**config.mk**
```make
export PLATFORM = sky130hd
export DESIGN_NAME = bps_ep2_steer
export DESIGN_NICKNAME = d
export VERILOG_FILES = /design/src/verilog/bps_pkg.sv /design/src/verilog/bps_drain.sv /design/src/verilog/bps_ep2_steer.sv
export VERILOG_INCLUDE_DIRS = /design/src /design/src/verilog
export SDC_FILE = /design/constraint.sdc
export NUM_CORES = 1
export LEC_CHECK = 0
export ABC_AREA = 0
export BUFFER_PORTS_ARGS = -buffer_cell sky130_fd_sc_hd__buf_2
export CAP_MARGIN = 20
export CORE_MARGIN = 5
export CORE_UTILIZATION = 40
export DETAILED_ROUTE_END_ITERATION = 16
export SLEW_MARGIN = 10
export SYNTH_ARGS = -nofsm -noshare
export SYNTH_HDL_FRONTEND = slang
export SYNTH_SLANG_ARGS = --single-unit
export TNS_END_PERCENT = 20
```
**constraint.sdc**
```tcl
create_clock -name hclk -period 3.25 [get_ports hclk]
set_clock_uncertainty 0.15 [all_clocks]
set_input_delay 0.325 -clock hclk [delete_from_list [all_inputs] [get_ports hclk]]
set_output_delay 0.325 -clock hclk [all_outputs]
set_load 0.005 [all_outputs]
```
**src/verilog/bps_cfg.svh**
```systemverilog
// bps_cfg.svh: offsets, field positions, reset values and counts
// assumes: included by bare name from every design file that needs it
`ifndef BPS_CFG_SVH
`define BPS_CFG_SVH

// register byte offsets, one aligned word each
`define BPS_OFS_CTL     8'hB4
`define BPS_OFS_FILL_A  8'hC0
`define BPS_OFS_FILL_B  8'hC4
`define BPS_OFS_DRAIN_A 8'hC8
`define BPS_OFS_DRAIN_B 8'hCC
`define BPS_OFS_ISTAT   8'hD0
`define BPS_OFS_IMASK   8'hD4
`define BPS_OFS_DISK    8'hD8

// interrupt status bit positions
`define BPS_IRQ_DONE_A  0
`define BPS_IRQ_DONE_B  1
`define BPS_IRQ_WRONG   2
// auto-alternate bit in disk port control
`define BPS_DISK_AUTO   3

// reset values
`define BPS_CTL_RST     8'h00
`define BPS_CNT_RST     10'h000
`define BPS_IRQ_RST     3'h0

// buffer size in bytes, and the only transfer size accepted for writes
`define BPS_BUF_BYTES   10'h200
`define BPS_HSIZE_WORD  3'h2

`endif

```
**src/verilog/bps_pkg.sv**
```systemverilog
// bps_pkg.sv: types shared by the buffer steering block
// assumes: offsets and counts come from bps_cfg.svh
package bps_pkg;

  // control register layout, bit 7 down to bit 0
  typedef struct packed {
    logic       flow_sense;
    logic       write_select_qualifier;
    logic       write_buffer_select;
    logic       read_buffer_select;
    logic [1:0] stall_pair;
    logic       read_select_qualifier;
    logic       enable;
  } bps_ctl_t;

  // drain port toward packet engine or disk side
  typedef struct packed {
    logic       active;
    logic       buffer_b;
    logic [8:0] addr;
  } bps_drain_t;

  typedef enum logic {BPS_IDLE, BPS_RUN} bps_dstate_t;

endpackage : bps_pkg

```
**src/verilog/bps_drain.sv**
```systemverilog
// bps_drain.sv: drain sequencer shared by the two ping-pong buffers, one run at a time
// assumes: start is a one-cycle pulse on hclk; ready from the consumer
`timescale 1ns/1ns
`default_nettype none
`include "bps_cfg.svh"

module bps_drain (
  input  wire logic             hclk,
  input  wire logic             hresetn,
  input  wire logic             start,
  input  wire logic             start_b,
  input  wire logic [9:0]       len_a,
  input  wire logic [9:0]       len_b,
  input  wire logic             ready,
  output var bps_pkg::bps_drain_t drain,
  output logic                  done_a,
  output logic                  done_b
);

  bps_pkg::bps_dstate_t state_q, state_d;
  logic [9:0] cnt_q, cnt_d;
  logic [9:0] len_q, len_d;
  logic       buf_q, buf_d;
  logic       done_a_d, done_b_d;

  wire [9:0] start_len = start_b ? len_b : len_a;
  wire       last_beat = (cnt_q + 10'h001) == len_q;

  // next state: restart on start, count bytes on ready
  always_comb begin
    state_d  = state_q;
    cnt_d    = cnt_q;
    len_d    = len_q;
    buf_d    = buf_q;
    done_a_d = 1'b0;
    done_b_d = 1'b0;
    if (start) begin
      buf_d = start_b;
      cnt_d = `BPS_CNT_RST;
      len_d = start_len;
      if (start_len == `BPS_CNT_RST) begin
        state_d  = bps_pkg::BPS_IDLE;
        done_a_d = ~start_b;
        done_b_d = start_b;
      end else begin
        state_d = bps_pkg::BPS_RUN;
      end
    end else begin
      case (state_q)
        bps_pkg::BPS_RUN: begin
          if (ready) begin
            cnt_d = cnt_q + 10'h001;
            if (last_beat) begin
              state_d  = bps_pkg::BPS_IDLE;
              done_a_d = ~buf_q;
              done_b_d = buf_q;
            end
          end
        end
        default: state_d = bps_pkg::BPS_IDLE;
      endcase
    end
  end

  // state registers
  always_ff @(posedge hclk or negedge hresetn) begin
    if (!hresetn) begin
      state_q <= bps_pkg::BPS_IDLE;
      cnt_q   <= `BPS_CNT_RST;
      len_q   <= `BPS_CNT_RST;
      buf_q   <= 1'b0;
      done_a  <= 1'b0;
      done_b  <= 1'b0;
    end else begin
      state_q <= state_d;
      cnt_q   <= cnt_d;
      len_q   <= len_d;
      buf_q   <= buf_d;
      done_a  <= done_a_d;
      done_b  <= done_b_d;
    end
  end

  assign drain.active   = (state_q == bps_pkg::BPS_RUN);
  assign drain.buffer_b = buf_q;
  assign drain.addr     = cnt_q[8:0];

endmodule : bps_drain
`default_nettype wire

```
**src/verilog/bps_ep2_steer.sv**
```systemverilog
// bps_ep2_steer.sv: bulk endpoint ping-pong buffer steering, AHB-Lite regs
// assumes: token and fill strobes come from logic on hclk; one AHB slave
//
// Our own choice: register access over AHB-Lite.
`timescale 1ns/1ns
`default_nettype none
`include "bps_cfg.svh"

module bps_ep2_steer (
  input  wire logic             hclk,
  input  wire logic             hresetn,
  // ahb-lite slave
  input  wire logic             hsel,
  input  wire logic [31:0]      haddr,
  input  wire logic [1:0]       htrans,
  input  wire logic             hwrite,
  input  wire logic [2:0]       hsize,
  input  wire logic [31:0]      hwdata,
  input  wire logic             hready,
  output logic      [31:0]      hrdata,
  output logic                  hreadyout,
  output logic                  hresp,
  output logic                  irq,
  // packet engine token report
  input  wire logic             tok_valid,
  input  wire logic             tok_is_in,
  // fill side
  input  wire logic             fill_strobe,
  input  wire logic             fill_end,
  output logic                  fill_buffer_b,
  output logic      [8:0]       fill_addr,
  output logic                  flow_to_engine,
  // drain side
  input  wire logic             drain_ready,
  output var bps_pkg::bps_drain_t drain
);

  // ************************************************************
  // register state
  // ************************************************************
  logic        flow_q;
  logic        wsel_q;
  logic        rsel_q;
  logic        auto_q;
  logic [9:0]  fill_a_q;
  logic [9:0]  fill_b_q;
  logic [9:0]  dlen_a_q;
  logic [9:0]  dlen_b_q;
  logic [2:0]  istat_q;
  logic [2:0]  imask_q;
  logic        wr_pend_q;
  logic [7:0]  wr_addr_q;
  logic        wsel_d;
  logic [9:0]  fill_a_d;
  logic [9:0]  fill_b_d;
  logic [2:0]  istat_d;
  logic        done_a;
  logic        done_b;

  // ************************************************************
  // ahb address phase decode
  // ************************************************************
  wire        take     = hsel & htrans[1] & hready;
  wire        in_page  = (haddr[31:8] == 24'h000000);
  wire        word_ok  = (hsize == `BPS_HSIZE_WORD);
  wire        take_wr  = take & hwrite & in_page & word_ok;
  wire        take_rd  = take & ~hwrite;

  // data phase write strobes, one per writable register
  wire        w_ctl    = wr_pend_q & (wr_addr_q == `BPS_OFS_CTL);
  wire        w_dla    = wr_pend_q & (wr_addr_q == `BPS_OFS_DRAIN_A);
  wire        w_dlb    = wr_pend_q & (wr_addr_q == `BPS_OFS_DRAIN_B);
  wire        w_istat  = wr_pend_q & (wr_addr_q == `BPS_OFS_ISTAT);
  wire        w_imask  = wr_pend_q & (wr_addr_q == `BPS_OFS_IMASK);
  wire        w_disk   = wr_pend_q & (wr_addr_q == `BPS_OFS_DISK);

  // control write fields
  bps_pkg::bps_ctl_t wctl;
  assign wctl = hwdata[7:0];

  // ************************************************************
  // buffer select qualification
  // ************************************************************
  wire wsel_load = w_ctl & wctl.write_select_qualifier;
  wire rsel_load = w_ctl & wctl.read_select_qualifier;
  wire new_wsel  = wctl.write_buffer_select;
  wire new_rsel  = wctl.read_buffer_select;

  // end of a fill flips the buffer when auto-alternate is on and no qualified write select lands in the same cycle
  wire tog       = fill_end & auto_q & ~wsel_load;

  // fill count clears when its buffer is chosen
  wire clr_a     = (wsel_load & ~new_wsel) | (tog & wsel_q);
  wire clr_b     = (wsel_load & new_wsel) | (tog & ~wsel_q);
  wire step_a    = fill_strobe & ~wsel_q &
                   (fill_a_q != `BPS_BUF_BYTES);
  wire step_b    = fill_strobe & wsel_q &
                   (fill_b_q != `BPS_BUF_BYTES);

  // write select and fill counts next values
  always_comb begin
    wsel_d = wsel_q;
    if (wsel_load) begin
      wsel_d = new_wsel;
    end else if (tog) begin
      wsel_d = ~wsel_q;
    end
  end

  assign fill_a_d = clr_a  ? `BPS_CNT_RST :
                    step_a ? fill_a_q + 10'h001 : fill_a_q;
  assign fill_b_d = clr_b  ? `BPS_CNT_RST :
                    step_b ? fill_b_q + 10'h001 : fill_b_q;

  // ************************************************************
  // wrong token and interrupt status
  // ************************************************************
  wire wrong_out = tok_valid & flow_q & ~tok_is_in;
  wire wrong_in  = tok_valid & ~flow_q & tok_is_in;

  wire [2:0] ev_set = {wrong_out | wrong_in, done_b, done_a};
  wire [2:0] w1c    = w_istat ? hwdata[2:0] : `BPS_IRQ_RST;
  wire [2:0] sel_clr;
  assign sel_clr[`BPS_IRQ_DONE_A] = rsel_load & ~new_rsel;
  assign sel_clr[`BPS_IRQ_DONE_B] = rsel_load & new_rsel;
  assign sel_clr[`BPS_IRQ_WRONG]  = 1'b0;

  // set wins over any clear in the same cycle
  assign istat_d = (istat_q & ~(w1c | sel_clr)) | ev_set;

  // ************************************************************
  // read data mux
  // ************************************************************
  wire [7:0] ctl_rd = {flow_q, 1'b0, wsel_q, rsel_q, 4'h0};
  wire [7:0] ra     = haddr[7:0];
  wire [31:0] rd_val =
    ~in_page                     ? 32'h00000000 :
    (ra == `BPS_OFS_CTL)         ? {24'h000000, ctl_rd} :
    (ra == `BPS_OFS_FILL_A)      ? {22'h0, fill_a_q} :
    (ra == `BPS_OFS_FILL_B)      ? {22'h0, fill_b_q} :
    (ra == `BPS_OFS_DRAIN_A)     ? {22'h0, dlen_a_q} :
    (ra == `BPS_OFS_DRAIN_B)     ? {22'h0, dlen_b_q} :
    (ra == `BPS_OFS_ISTAT)       ? {29'h0, istat_q} :
    (ra == `BPS_OFS_IMASK)       ? {29'h0, imask_q} :
    (ra == `BPS_OFS_DISK)        ? {28'h0, auto_q, 3'h0} :
                                   32'h00000000;

  // ************************************************************
  // drain sequencer
  // ************************************************************
  bps_drain u_drain (
    .hclk    (hclk),
    .hresetn (hresetn),
    .start   (rsel_load),
    .start_b (new_rsel),
    .len_a   (dlen_a_q),
    .len_b   (dlen_b_q),
    .ready   (drain_ready),
    .drain   (drain),
    .done_a  (done_a),
    .done_b  (done_b)
  );

  // ************************************************************
  // bus interface registers
  // ************************************************************
  // data phase tracking and read data capture
  always_ff @(posedge hclk or negedge hresetn) begin
    if (!hresetn) begin
      wr_pend_q <= 1'b0;
      wr_addr_q <= 8'h00;
      hrdata    <= 32'h00000000;
      hreadyout <= 1'b0;
      hresp     <= 1'b0;
    end else begin
      wr_pend_q <= take_wr;
      wr_addr_q <= haddr[7:0];
      hreadyout <= 1'b1;                   // zero wait states
      hresp     <= 1'b0;                   // always okay
      if (take_rd) begin
        hrdata <= rd_val;
      end
    end
  end

  // ************************************************************
  // control and steering registers
  // ************************************************************
  // flow direction and buffer selects
  always_ff @(posedge hclk or negedge hresetn) begin
    if (!hresetn) begin
      flow_q <= 1'b0;
      wsel_q <= 1'b0;
      rsel_q <= 1'b0;
      auto_q <= 1'b0;
    end else begin
      if (w_ctl) begin
        flow_q <= wctl.flow_sense;
      end
      wsel_q <= wsel_d;
      if (rsel_load) begin
        rsel_q <= new_rsel;
      end
      if (w_disk) begin
        auto_q <= hwdata[`BPS_DISK_AUTO];
      end
    end
  end

  // fill and drain byte counts
  always_ff @(posedge hclk or negedge hresetn) begin
    if (!hresetn) begin
      fill_a_q <= `BPS_CNT_RST;
      fill_b_q <= `BPS_CNT_RST;
      dlen_a_q <= `BPS_CNT_RST;
      dlen_b_q <= `BPS_CNT_RST;
    end else begin
      fill_a_q <= fill_a_d;
      fill_b_q <= fill_b_d;
      if (w_dla) begin
        dlen_a_q <= hwdata[9:0];
      end
      if (w_dlb) begin
        dlen_b_q <= hwdata[9:0];
      end
    end
  end

  // ************************************************************
  // interrupt and output registers
  // ************************************************************
  // sticky status, mask and registered outputs
  always_ff @(posedge hclk or negedge hresetn) begin
    if (!hresetn) begin
      istat_q        <= `BPS_IRQ_RST;
      imask_q        <= `BPS_IRQ_RST;
      irq            <= 1'b0;
      fill_buffer_b  <= 1'b0;
      fill_addr      <= 9'h000;
      flow_to_engine <= 1'b0;
    end else begin
      istat_q <= istat_d;
      if (w_imask) begin
        imask_q <= hwdata[2:0];
      end
      irq            <= |(istat_q & imask_q);
      fill_buffer_b  <= wsel_d;
      fill_addr      <= wsel_d ? fill_b_d[8:0] : fill_a_d[8:0];
      flow_to_engine <= w_ctl ? wctl.flow_sense : flow_q;
    end
  end

endmodule : bps_ep2_steer
`default_nettype wire

```
---- Word-level counts from Yosys, hierarchy flattened ----
Index checks and enable logic that the tools add are counted.
cells by class
  equal/unequal tests ..................... 18
  reductions and logical operators ........ 8
  add/sub/neg operators ................... 3
  bitwise operators ....................... 46
  mux-type cells .......................... 36
operators by type and width
  operator                                                         count
  10-bit 2-to-1 mux                                                14
  8-bit == test, second input constant                             14
  10-bit by 1-bit adder with 10-bit output, second input constant  3
  1-bit bitwise AND                                                30
  24-bit zero test                                                 1
  10-bit inequality test, second input constant                    2
  1-bit 2-to-1 mux                                                 17
  4-bit 2-to-1 mux                                                 3
  10-bit == test                                                   1
  10-bit zero test                                                 1
  9-bit 2-to-1 mux                                                 1
  1-bit NOT                                                        8
  2-bit nonzero test                                               4
  3-bit bitwise AND                                                2
  3-bit by 2-bit == test with 1-bit output, second input constant  1
  3-bit 2-to-1 mux                                                 1
  3-bit NOT                                                        1
  1-bit OR                                                         3
  3-bit by 2-bit OR with 3-bit output                              1
  3-bit OR                                                         1
  3-bit OR reduction                                               1
  2-bit AND reduction                                              1
storage, ports and cells
  input bits .............................. 79
  bits in registers ....................... 125
  word-level logic and storage cells ...... 134
  output and inout port bits .............. 57

---- Depth between registers and ports, before layout ----
Gate-level depths: netlist (run 1).
  word-level depth ........................ 10
  mapped depth ............................ 8
  gate-level depth less buffers ........... 7

---- Hierarchy ----
From an unflattened synthesis (run 1), not the netlist that was laid out.
second synthesis, totals
  cells, all modules ...................... 552
  area total of the unflattened synthesis .. 5696.7 um2
modules (own cells, without submodules)
  module         cells an instance  times used  seq. area each (um2)  area each (um2)
  bps_ep2_steer  370                1           2001.9                4035.1
  bps_drain      182                1           600.6                 1661.6

---- Worst setup path before layout (run 1) ----
OpenSTA, ideal clock, no wires.
  path type ............................... flip-flop to flip-flop
  start ................................... register wr_addr_q[3]
  end ..................................... register fill_addr[0]
  stages on the path, launching flop included .. 7
  path slack .............................. 910 ps
  data required time ...................... 2975 ps
  period minus slack after synthesis ...... 2340 ps
  arrival time ............................ 2065 ps
  setup time .............................. 125 ps
  path buffers ............................ 0
  cells stage by stage .................... dfrtp_1 -> and3b_1 -> nand4_1 -> and3_1 -> ha_1 -> a21oi_2 -> mux2_2
on the way
  elaborated cells between the ends (all ways) .. 16
  classes of those cells .................. eq/ne: 1; mux: 5; bitwise: 10
RTL lines
  element                           line                  text
  start, declared                   bps_ep2_steer.sv:52   logic [7:0] wr_addr_q;
  start signal, assigned            bps_ep2_steer.sv:177  wr_addr_q <= haddr[7:0];
  8-bit == test (no source line) *  -
  1-bit bitwise AND *               bps_ep2_steer.sv:70   wire w_ctl = wr_pend_q & (wr_addr_q == `BPS_OFS_CTL);
  1-bit bitwise AND *               bps_ep2_steer.sv:84   wire wsel_load = w_ctl & wctl.write_select_qualifier;
  1-bit NOT                         bps_ep2_steer.sv:90   wire tog = fill_end & auto_q & ~wsel_load;
  1-bit bitwise AND                 bps_ep2_steer.sv:90
  1-bit 2-to-1 mux                  bps_ep2_steer.sv:105  end else if (tog) begin
  1-bit 2-to-1 mux *                bps_ep2_steer.sv:103  if (wsel_load) begin
  named net wsel_d                  bps_ep2_steer.sv:53   logic wsel_d;
  9-bit 2-to-1 mux *                bps_ep2_steer.sv:248  fill_addr <= wsel_d ? fill_b_d[8:0] : fill_a_d[8:0];
  end signal, assigned              bps_ep2_steer.sv:248
  end, declared                     bps_ep2_steer.sv:31   output logic [8:0] fill_addr,
The timed path passes the listed nets; every way through them passes the cells marked *.
A chain may end at the register's enable or synchronous reset.

---- Final worst setup path (run 1) ----
  start ................................... register wr_addr_q[0]
  end ..................................... register fill_addr[7]
Same word-level chain as after synthesis.

==> qor.csv, run 1 <==
stage,metric,value,unit
routing,drt first pass iters,4,
placed_design,port bufs,89,
critical_path,reg-to-reg setup timing slack,0.56,ns
power_and_ir_drop,PwrDens,469,nW/um^2
timing,Max Fclk,372,MHz
cells_and_area,# fillers,1349,
routing,Vias per Instance,5.31,
yosys,syn_area_per_cell,10.1,um^2
min_path,Worst Hold Class,in2reg,
clock_network,clock sinks,103,
placed_design,post-DP HPWL,10900,um
clock_network,root buffer cell,clkbuf_16,
timing,fin. max-slew vios,0,
yosys,Synth top cells by count,"103 x dfrtp_1, 49 x nand2_1, 48 x nor2_1, 36 x buf_4, 33 x mux2_2",
yosys,ranking of synthesized cells by area,"dfrtp_1 46%, mux2_2 6.6%, buf_4 4.8%, nand2_1 3.3%, nor2_1 3.2%",
global_route,gr usage total,17.6,%
yosys,Post-Synthesis Cells,557,
critical_path,Critical Path End Type,flip-flop,
yosys,Most used DFF post-synth,dfrtp_1,
power_and_ir_drop,Int Power,2.13,mW
yosys,area share of the largest cell type after synthesis,45.6,%
yosys,synth unique cells,71,
clock_network,clk slew on worst S/H paths,0.06,ns
critical_path,critical path arrival,2.77,ns
placed_design,Placed Cells,796,
routing,DR vias,4306,
cells_and_area,sequential cell area,2580,um^2
critical_path,Max Fanout on Critical Path,8,
critical_path,Required @ worst endpoint,3.33,ns
cells_and_area,n_diodes,0,
timing,WHS,0.0113,ns
power_and_ir_drop,P_sw,841,uW
cells_and_area,post-layout util,45.6,%
clock_network,hold_buf cts,1,
timing,Final Hold Vio Count,0,
critical_path,Crit path max-delay family,simple AND/OR/NAND/NOR gates,
routing,Post-Route WL,14300,um
critical_path,reg-to-reg startpoint,wr_addr_q[0]$_DFF_PN0_,
yosys,most frequent cell after synthesis,dfrtp_1,
global_route,first-pass GRT wire length,22900,um
critical_path,CP Launch Type,flip-flop,
critical_path,CP max stage cell,a21oi_2,
power_and_ir_drop,switching part of the total,28.3,%
yosys,leading area contributor after synthesis,dfrtp_1,
clock_network,clock buffer depth,2,
clock_network,H-tree lvl count,3,
flow_run,max-cap violations,0,
clock_network,CTS tree,built,
min_path,Min-Delay Startpoint,haddr[1],
critical_path,worst stage delay on the critical path,0.41,ns
yosys,mapped cell area,5650,um^2
cells_and_area,area occupied by multi-input gates,2730,um^2
clock_network,Clock Latency Late Sink,0.34,ns
cells_and_area,Final Instance Count excl. Fillers,811,
floorplanning,die extent in y,129,um
floorplanning,core footprint,13900,um^2
power_and_ir_drop,maximum VDD drop,276,uV
yosys,asr flop ratio synth,100,%
clock_network,CTS Buf Count,9,
global_route,total grt overflow,0,
floorplanning,Die X,129,um
timing,fin crit period,2.69,ns
critical_path,reg2reg end,fill_addr[7]$_DFF_PN0_,
floorplanning,Initial Util,40.7,%
routing,Final ANT Viol Nets,0,
timing,RSZ-0062 raised after global routing,false,
yosys,#FFs+latches synth,103,
critical_path,Worst Path Buf+Inv,0,
power_and_ir_drop,Leak,2.98,nW
timing,part of the cycle the worst path needs,82.8,%
cells_and_area,Final nets,714,
timing,final setup fails,0,
floorplanning,die footprint,16600,um^2
routing,DR WL/cell,17.6,um
power_and_ir_drop,share of total power in the clock network,33.7,%
cells_and_area,share of cells above drive strength 1,24.7,%
placed_design,GP Congestion,0.903,
yosys,Synth Warn #,0,
routing,# DRC,0,
min_path,WHS Endpoint,wr_addr_q[1]$_DFF_PN0_,
outcome,status,"finished, final reports clean",
timing,Setup TNS Final,0,ns
global_route,initial antenna violation count,0,
critical_path,cell count of the worst reg-to-reg path,6,
critical_path,CP cell instances,and4bb_2 -> nand4_1 -> and3_1 -> ha_1 -> a21oi_2 -> mux2_2,
power_and_ir_drop,Gate power share,16.9,%
power_and_ir_drop,sequential cell fraction of total power,49.3,%
routing,Starting DRT DRC Count,229,
yosys,number of enable flip-flop cells after synthesis,0,
clock_network,post-CTS sizing,0,
timing,slew margin rel.,48.4,%
critical_path,CP Class,reg2reg,
floorplanning,Rows,43,
yosys,post-synthesis sequential area ratio,45.6,%
global_route,largest net degree at the start of global routing,60,
cells_and_area,area delta synth->final,12.0,%
global_route,vias in the first global route,4409,
timing,Worst Tran Pin Value,0.774,ns
floorplanning,num ports,136,
clock_network,Post-CTS Repair Setup Buffers,0,
min_path,Hold Crit Depth,1,
## registers in the layout (all words and copies together), names as in the netlist, 8 cells and up
name	cells
fill_b_q	10
dlen_a_q	10
fill_a_q	10
wr_addr_q	8
hrdata	10
dlen_b_q	10
fill_addr	9
u_drain.cnt_q	10
u_drain.len_q	10
## kinds of logic after synthesis
group / Yosys count / synth area share, %
DFF: 103 / 45.6
other: 2 / 0.133
muxes: 47 / 9.05
xor gates and xnor gates: 37 / 5.73
AOI/OAI and AO/OA: 95 / 11.6
buffers and inverters: 70 / 7.66
and+or+nand+nor: 196 / 18.6
adders and majority gates: 7 / 1.55
## final cells by class
type | instances | share of cell area [%]
inverters | 15 | 0.890
clock inverters | 1 | 0.0791
flip-flops and latches | 103 | 40.7
repair buffers | 93 | 7.59
multi-input cells | 406 | 43.1
well taps | 180 | 3.56
clock buffers | 13 | 4.11
## power by group through the flow
stage                     sequential [mW]  clock, mW  combinational, mW
after floorplan                      1.45          0              0.351
after global placement               1.48          0              0.491
after detailed placement             1.49          0              0.502
after CTS                            1.47       1.03              0.506
after global routing                 1.48       1.09              0.564
final                                1.47       1.00              0.503
## placed cells by master, fill, tap and decap left out, types with 7 or more instances in the layout
| master | n |
|---|---|
| clkbuf_16 | 9 |
| xnor2_1 | 20 |
| nand2_1 | 49 |
| buf_2 | 88 |
| conb_1 | 24 |
| xor2_1 | 17 |
| and3_1 | 8 |
| o31ai_1 | 8 |
| ha_1 | 7 |
| mux2_2 | 33 |
| inv_1 | 15 |
| nor3_1 | 11 |
| nand3_1 | 19 |
| nand4_1 | 8 |
| a21oi_1 | 16 |
| dfrtp_1 | 103 |
| o21ai_0 | 24 |
| nor2_1 | 48 |
| mux2i_1 | 14 |
## metal layers
metal  GRT usage (%)  part of all wire [%]  wire [um]
met1            22.9                    44       6290
met2            29.3                    50       7110
met3            3.32                   3.9        558
met4            6.18                   2.1        304
met5               0                     0          0
## worst max-delay path by stage
stage	from	endpoint	cells past startpoint
2_1_floorplan	wr_addr_q[3]$_DFF_PN0_	fill_addr[0]$_DFF_PN0_	6
3_3_place_gp	wr_addr_q[0]$_DFF_PN0_	fill_addr[8]$_DFF_PN0_	6
3_5_place_dp	wr_addr_q[1]$_DFF_PN0_	fill_addr[7]$_DFF_PN0_	6
4_1_cts	wr_addr_q[0]$_DFF_PN0_	fill_addr[7]$_DFF_PN0_	6
5_1_grt	wr_addr_q[3]$_DFF_PN0_	fill_addr[8]$_DFF_PN0_	6
6_report	wr_addr_q[0]$_DFF_PN0_	fill_addr[7]$_DFF_PN0_	6
## worst register-to-register path, cell delays in order (launching register included)
cell	delay [ns]
dfrtp_1	0.36
and4bb_2	0.39
nand4_1	0.25
and3_1	0.29
ha_1	0.34
a21oi_2	0.41
mux2_2	0.40
## stage by stage
step                setup slack (ns)  total power, mW  cell area [um^2]
CTS                            0.581             3.00              6330
floorplan                      0.910             1.80              5740
finish                         0.560             2.97              6330
global placement               0.648             1.97              6050
global route                   0.502             3.13              6330
detailed placement             0.587             1.99              6050
No activity file was read; power rests on OpenSTA's default activity.
==> run 2: changes to the inputs <==
==> constraint.sdc (replaced) <==
create_clock -name hclk -period 2.34 [get_ports hclk]
set_clock_uncertainty 0.15 [all_clocks]
set_input_delay 0.234 -clock hclk [delete_from_list [all_inputs] [get_ports hclk]]
set_output_delay 0.234 -clock hclk [all_outputs]
set_load 0.005 [all_outputs]
==> run 2 against run 1 <==
Compared with the run above:
- worst hold slack improved by 0.0044 ns
- sequential cell count unchanged
- count of clock-buffer cells in the layout decreased by 4
- highest routed layer unchanged
- first-iteration DRC count increased by 38%
- sequential share of layout area decreased by 2.3 points
- utilization increased by 2.7 points
- maximum frequency increased by 18%
- via count increased by 2.4%
- total power increased by 47%
- routed wire length increased by 2.1%
- non-clock buffer count increased by 36
- final area increased by 5.9%
==> qor.csv, run 2 (same netlist as run 1, synthesis figures left out) <==
stage,metric,value,unit,change
timing,Final Hold Vio Count,0,,unchanged
global_route,vias in the first global route,4530,,+2.7%
timing,RSZ-0062 raised after global routing,true,,
routing,Post-Route WL,14600,um,+2.1%
power_and_ir_drop,sequential cell fraction of total power,45.9,%,-3.4 points
critical_path,reg-to-reg setup timing slack,0.07,ns,-0.49 ns
cells_and_area,Final nets,750,,+5.0%
clock_network,clk slew on worst S/H paths,0.07,ns,about the same
global_route,first-pass GRT wire length,23400,um,+2.4%
timing,Setup TNS Final,0,ns,unchanged
timing,final setup fails,0,,unchanged
clock_network,CTS Buf Count,9,,unchanged
cells_and_area,# fillers,1348,,-0.074%
global_route,gr usage total,18.1,%,+0.54 points
clock_network,CTS tree,built,,
cells_and_area,area delta synth->final,18.5,%,
critical_path,CP Launch Type,flip-flop,,
power_and_ir_drop,PwrDens,651,nW/um^2,+39%
power_and_ir_drop,Int Power,3.11,mW,+46%
routing,Starting DRT DRC Count,315,,+38%
power_and_ir_drop,Gate power share,19.1,%,+2.2 points
cells_and_area,n_diodes,0,,unchanged
critical_path,Max Fanout on Critical Path,8,,unchanged
routing,drt first pass iters,4,,unchanged
clock_network,clock buffer depth,2,,unchanged
critical_path,Critical Path End Type,flip-flop,,
timing,part of the cycle the worst path needs,97.2,%,+14 points
clock_network,Clock Latency Late Sink,0.36,ns,+0.02 ns
timing,Worst Tran Pin Value,0.492,ns,-0.281 ns
cells_and_area,post-layout util,48.3,%,+2.7 points
flow_run,max-cap violations,0,,unchanged
clock_network,clock sinks,103,,unchanged
timing,slew margin rel.,66.7,%,+18 points
timing,WHS,0.0157,ns,+0.00437 ns
cells_and_area,"commonest non-fill, non-tap cell in the layout",dfrtp_1,,
floorplanning,die footprint,16600,um^2,unchanged
cells_and_area,Final Instance Count excl. Fillers,849,,+4.7%
power_and_ir_drop,share of total power in the clock network,35.0,%,+1.3 points
floorplanning,die extent in y,129,um,unchanged
cells_and_area,area occupied by multi-input gates,2740,um^2,+0.55%
cells_and_area,share of cells above drive strength 1,27.7,%,+2.9 points
timing,fin. max-slew vios,0,,unchanged
min_path,Worst Hold Class,in2reg,,
global_route,initial antenna violation count,0,,unchanged
routing,Final ANT Viol Nets,0,,unchanged
routing,DR vias,4408,,+2.4%
floorplanning,Die X,129,um,unchanged
cells_and_area,most frequent cells in the layout,"103 x dfrtp_1, 88 x buf_2, 49 x nand2_1",,
power_and_ir_drop,P_sw,1.25,mW,+49%
floorplanning,Rows,43,,unchanged
clock_network,H-tree lvl count,3,,unchanged
floorplanning,core footprint,13900,um^2,unchanged
timing,Max Fclk,440,MHz,+18%
global_route,largest net degree at the start of global routing,46,,-23%
floorplanning,Initial Util,40.7,%,unchanged
placed_design,post-DP HPWL,11400,um,+4.0%
placed_design,Placed Cells,817,,+2.6%
routing,# DRC,0,,unchanged
critical_path,CP Class,reg2reg,,
critical_path,critical path arrival,2.37,ns,-0.40 ns
global_route,total grt overflow,0,,unchanged
power_and_ir_drop,switching part of the total,28.8,%,+0.43 points
placed_design,GP Congestion,0.889,,-1.5%
timing,fin crit period,2.27,ns,-0.415 ns
clock_network,root buffer cell,clkbuf_16,,
power_and_ir_drop,maximum VDD drop,396,uV,+44%
placed_design,port bufs,89,,unchanged
floorplanning,num ports,136,,unchanged
outcome,status,"finished, final reports clean",,
cells_and_area,sequential cell area,2580,um^2,unchanged
routing,Vias per Instance,5.19,,-2.2%
power_and_ir_drop,Leak,3.16,nW,+6.1%
critical_path,Required @ worst endpoint,2.44,ns,-0.89 ns
routing,DR WL/cell,17.1,um,-2.5%
run 2: critical path, stage by stage (launching register included):
cell and delay (ns):
dfrtp_1 0.36, and4bb_2 0.33, nand4_1 0.13, and3_4 0.21
ha_2 0.30, a21oi_4 0.31, mux2_2 0.38
run 2: path summary, 6_finish.rpt:
kind / depth (start not counted) / start / endpoint
hold reg to reg: 1 / u_drain.done_b$_DFF_PN0_ / istat_q[1]$_DFF_PN0_
min in group asynchronous: 2 / hresetn / dlen_a_q[9]$_DFFE_PN0P_
setup / recovery: 6 / wr_addr_q[0]$_DFF_PN0_ / fill_addr[8]$_DFF_PN0_
setup reg to reg: 6 / wr_addr_q[0]$_DFF_PN0_ / fill_addr[8]$_DFF_PN0_
max in group asynchronous: 3 / hresetn / u_drain.cnt_q[1]$_DFFE_PN0P_
hold / removal: 3 / hsize[0] / wr_pend_q$_DFF_PN0_
run 2: routing by layer:
| metal | vias to the layer above | share of wire (%) | track usage [%] |
|---|---|---|---|
| met4 | 0 | 2.2 | 5.81 |
| met2 | 88 | 51 | 30.5 |
| met1 | 2148 | 44 | 23.1 |
| met3 | 19 | 3.3 | 4.28 |
| met5 | - | 0 | 0 |
| li1 | 2153 | - | - |
run 2: layout make-up:
cell class / count / share of cell area, %
clock buffers: 9 / 3.36
clock inverters: 7 / 1.20
inverters: 15 / 0.840
multi-input cells: 406 / 40.9
flip-flops and latches: 103 / 38.5
well taps: 180 / 3.36
repair buffers: 129 / 11.9
run 2: power by group through the flow:
| stage | combinational [mW] | sequential (mW) | clock, mW |
|---|---|---|---|
| after floorplan | 0.496 | 2.01 | 0 |
| after global placement | 0.763 | 2.03 | 0 |
| after detailed placement | 0.780 | 2.03 | 0 |
| after CTS | 0.803 | 2.00 | 1.58 |
| after global routing | 0.925 | 2.02 | 1.65 |
| final | 0.834 | 2.00 | 1.53 |
run 2: through the flow:
stage | setup WS (ns) | power (mW) | instance area, um^2
after floorplan | 0.0141 | 2.51 | 5740
after global placement | 0.0603 | 2.80 | 6230
after detailed placement | 0.0120 | 2.81 | 6230
after CTS | 0.000356 | 4.39 | 6670
after global routing | -0.0126 | 4.59 | 6700
final | 0.0650 | 4.36 | 6700
run 2: repair_timing:
item,in CTS,in global routing
resized for setup,0,2
buffers inserted,0,2
endpoints found under the hold margin,49,1
endpoints found under the setup margin,0,6
hold buffers,13,1
==> run 3: changes to the inputs <==
--- a/config.mk
+++ b/config.mk
@@ -12,6 +12,8 @@
 export CORE_MARGIN = 5
 export CORE_UTILIZATION = 40
 export DETAILED_ROUTE_END_ITERATION = 16
+export RECOVER_POWER = 25
+export SETUP_SLACK_MARGIN = 0.4
 export SLEW_MARGIN = 10
 export SYNTH_ARGS = -nofsm -noshare
 export SYNTH_HDL_FRONTEND = slang
==> run 3 against run 2 <==
Compared with the run above:
- total power is 6.4% higher
- final area is 3.0% higher
- die area stayed put
- register-to-register slack better by 0.11 ns
- cell count is 0.24% higher
- critical path type unchanged
- sequential cell count stayed put
- count of clock-buffer cells in the layout is 3 higher
- largest cell class unchanged
==> qor.csv, run 3 (same netlist as run 1, synthesis figures left out) <==
stage,metric,value,unit,change
power_and_ir_drop,maximum VDD drop,448,uV,+13%
timing,RSZ-0062 raised after global routing,true,,
min_path,Worst Hold Class,in2reg,,
timing,final setup fails,0,,unchanged
floorplanning,die extent in y,129,um,unchanged
critical_path,reg-to-reg setup timing slack,0.17,ns,+0.11 ns
clock_network,CTS tree,built,,
timing,fin. max-slew vios,0,,unchanged
global_route,vias in the first global route,4520,,-0.22%
routing,Final ANT Viol Nets,0,,unchanged
critical_path,CP Launch Type,flip-flop,,
cells_and_area,most frequent cells in the layout,"99 x dfrtp_1, 79 x buf_2, 49 x nand2_1",,
timing,Max Fclk,462,MHz,+5.0%
critical_path,critical path arrival,2.25,ns,-0.12 ns
clock_network,H-tree lvl count,3,,unchanged
critical_path,worst stage delay on the critical path,0.36,ns,-0.02 ns
global_route,initial antenna violation count,0,,unchanged
timing,fin crit period,2.17,ns,-0.109 ns
placed_design,GP Congestion,0.869,,-2.2%
routing,DR vias,4521,,+2.6%
timing,part of the cycle the worst path needs,92.6,%,-4.6 points
power_and_ir_drop,PwrDens,673,nW/um^2,+3.4%
floorplanning,num ports,136,,unchanged
floorplanning,die footprint,16600,um^2,unchanged
cells_and_area,Final nets,752,,+0.27%
global_route,total grt overflow,0,,unchanged
floorplanning,Die X,129,um,unchanged
critical_path,CP Depth,7,,+1
clock_network,CTS Buf Count,9,,unchanged
timing,WHS,0.0229,ns,+0.00718 ns
flow_run,max-cap violations,0,,unchanged
critical_path,CP Class,reg2reg,,
floorplanning,Initial Util,40.7,%,unchanged
critical_path,Critical Path End Type,flip-flop,,
critical_path,CP max stage cell,dfrtp_1,,
critical_path,reg2reg end,fill_addr[0]$_DFF_PN0_,,
cells_and_area,"commonest non-fill, non-tap cell in the layout",dfrtp_1,,
cells_and_area,area delta synth->final,22.0,%,
timing,slew margin rel.,38.4,%,-28 points
floorplanning,core footprint,13900,um^2,unchanged
clock_network,clock sinks,103,,unchanged
critical_path,reg-to-reg startpoint,wr_addr_q[1]$_DFF_PN0_,,
routing,drt first pass iters,5,,+1
power_and_ir_drop,Leak,3.17,nW,+0.40%
routing,Starting DRT DRC Count,256,,-19%
cells_and_area,n_diodes,0,,unchanged
critical_path,Crit path max-delay family,simple AND/OR/NAND/NOR gates,,
timing,Final Hold Vio Count,0,,unchanged
timing,Setup TNS Final,0,ns,unchanged
global_route,first-pass GRT wire length,23700,um,+1.1%
routing,Post-Route WL,14900,um,+2.7%
clock_network,root buffer cell,clkbuf_16,,
routing,Vias per Instance,5.31,,+2.3%
min_path,Min-Delay Startpoint,hwdata[6],,
cells_and_area,share of cells above drive strength 1,30.0,%,+2.3 points
placed_design,port bufs,89,,unchanged
critical_path,Worst Path Buf+Inv,1,,+1
critical_path,Required @ worst endpoint,2.43,ns,about the same
critical_path,cell count of the worst reg-to-reg path,7,,+1
routing,# DRC,0,,unchanged
min_path,WHS Endpoint,fill_addr[1]$_DFF_PN0_,,
min_path,Hold Crit Depth,2,,-1
clock_network,clk slew on worst S/H paths,0.07,ns,about the same
global_route,gr usage total,18.1,%,about the same
routing,DR WL/cell,17.6,um,+2.4%
cells_and_area,post-layout util,49.7,%,+1.4 points
clock_network,Clock Latency Late Sink,0.35,ns,about the same
global_route,largest net degree at the start of global routing,43,,-6.5%
critical_path,Max Fanout on Critical Path,7,,-1
placed_design,post-DP HPWL,11200,um,-1.0%
clock_network,clock buffer depth,2,,unchanged
floorplanning,Rows,43,,unchanged
timing,Worst Tran Pin Value,0.923,ns,+0.431 ns
critical_path,CP cell instances,and4bb_2 -> nand4_1 -> and3_4 -> ha_4 -> a21oi_4 -> buf_12 -> mux2_2,,
outcome,status,"finished, final reports clean",,
==> run 3: stage by stage <==
stage                     total power, mW  std cells  instance area, um^2  setup WS, ns
after floorplan                      2.53        579                 5760         0.135
after global placement               2.81        814                 6240         0.144
after detailed placement             2.84        814                 6240        0.0976
after CTS                            4.66        846                 6780         0.165
after global routing                 4.86        851                 6900        0.0953
final                                4.64        851                 6900         0.174
==> run 3: layout make-up <==
cell class              count  area (um^2)
well taps                 180          225
flip-flops and latches    103         2580
fillers                  1318         6980
inverters                  15         56.3
multi-input cells         406         2890
clock buffers              12          267
clock inverters             4         76.3
repair buffers            131          803
==> run 3: timing repair <==
action,in CTS,in global routing
hold buffers,13,0
endpoints found under the hold margin,48,0
setup buffers,3,5
resized for setup,7,26
pin swaps,4,4
endpoints found under the setup margin,46,67
==> run 3: worst max path at each step <==
stage	startpoint	end	slack [ns]
after floorplan	wr_addr_q[0]$_DFF_PN0_	fill_addr[0]$_DFF_PN0_	0.14
after global placement	wr_addr_q[0]$_DFF_PN0_	fill_addr[0]$_DFF_PN0_	0.14
after detailed placement	wr_addr_q[0]$_DFF_PN0_	fill_addr[6]$_DFF_PN0_	0.1
after CTS	wr_addr_q[1]$_DFF_PN0_	fill_addr[0]$_DFF_PN0_	0.16
after global routing	wr_addr_q[1]$_DFF_PN0_	fill_addr[0]$_DFF_PN0_	0.1
final	wr_addr_q[1]$_DFF_PN0_	fill_addr[0]$_DFF_PN0_	0.17
==> run 3: routing by layer <==
metal,vias up,wire [um],track usage (%)
met2,133,7480,30.2
met5,-,0,0
met1,2209,6250,23.5
met4,0,329,5.00
li1,2156,-,-
met3,23,896,4.48
==> run 3: where the power goes <==
| group | leakage (nW) | internal, mW | switching [mW] | total, mW |
|---|---|---|---|---|
| logic | 1.65 | 0.443 | 0.501 | 0.945 |
| clock network | 0.165 | 1.03 | 0.658 | 1.68 |
| registers | 1.35 | 1.89 | 0.123 | 2.01 |
| total | 3.17 | 3.36 | 1.28 | 4.64 |
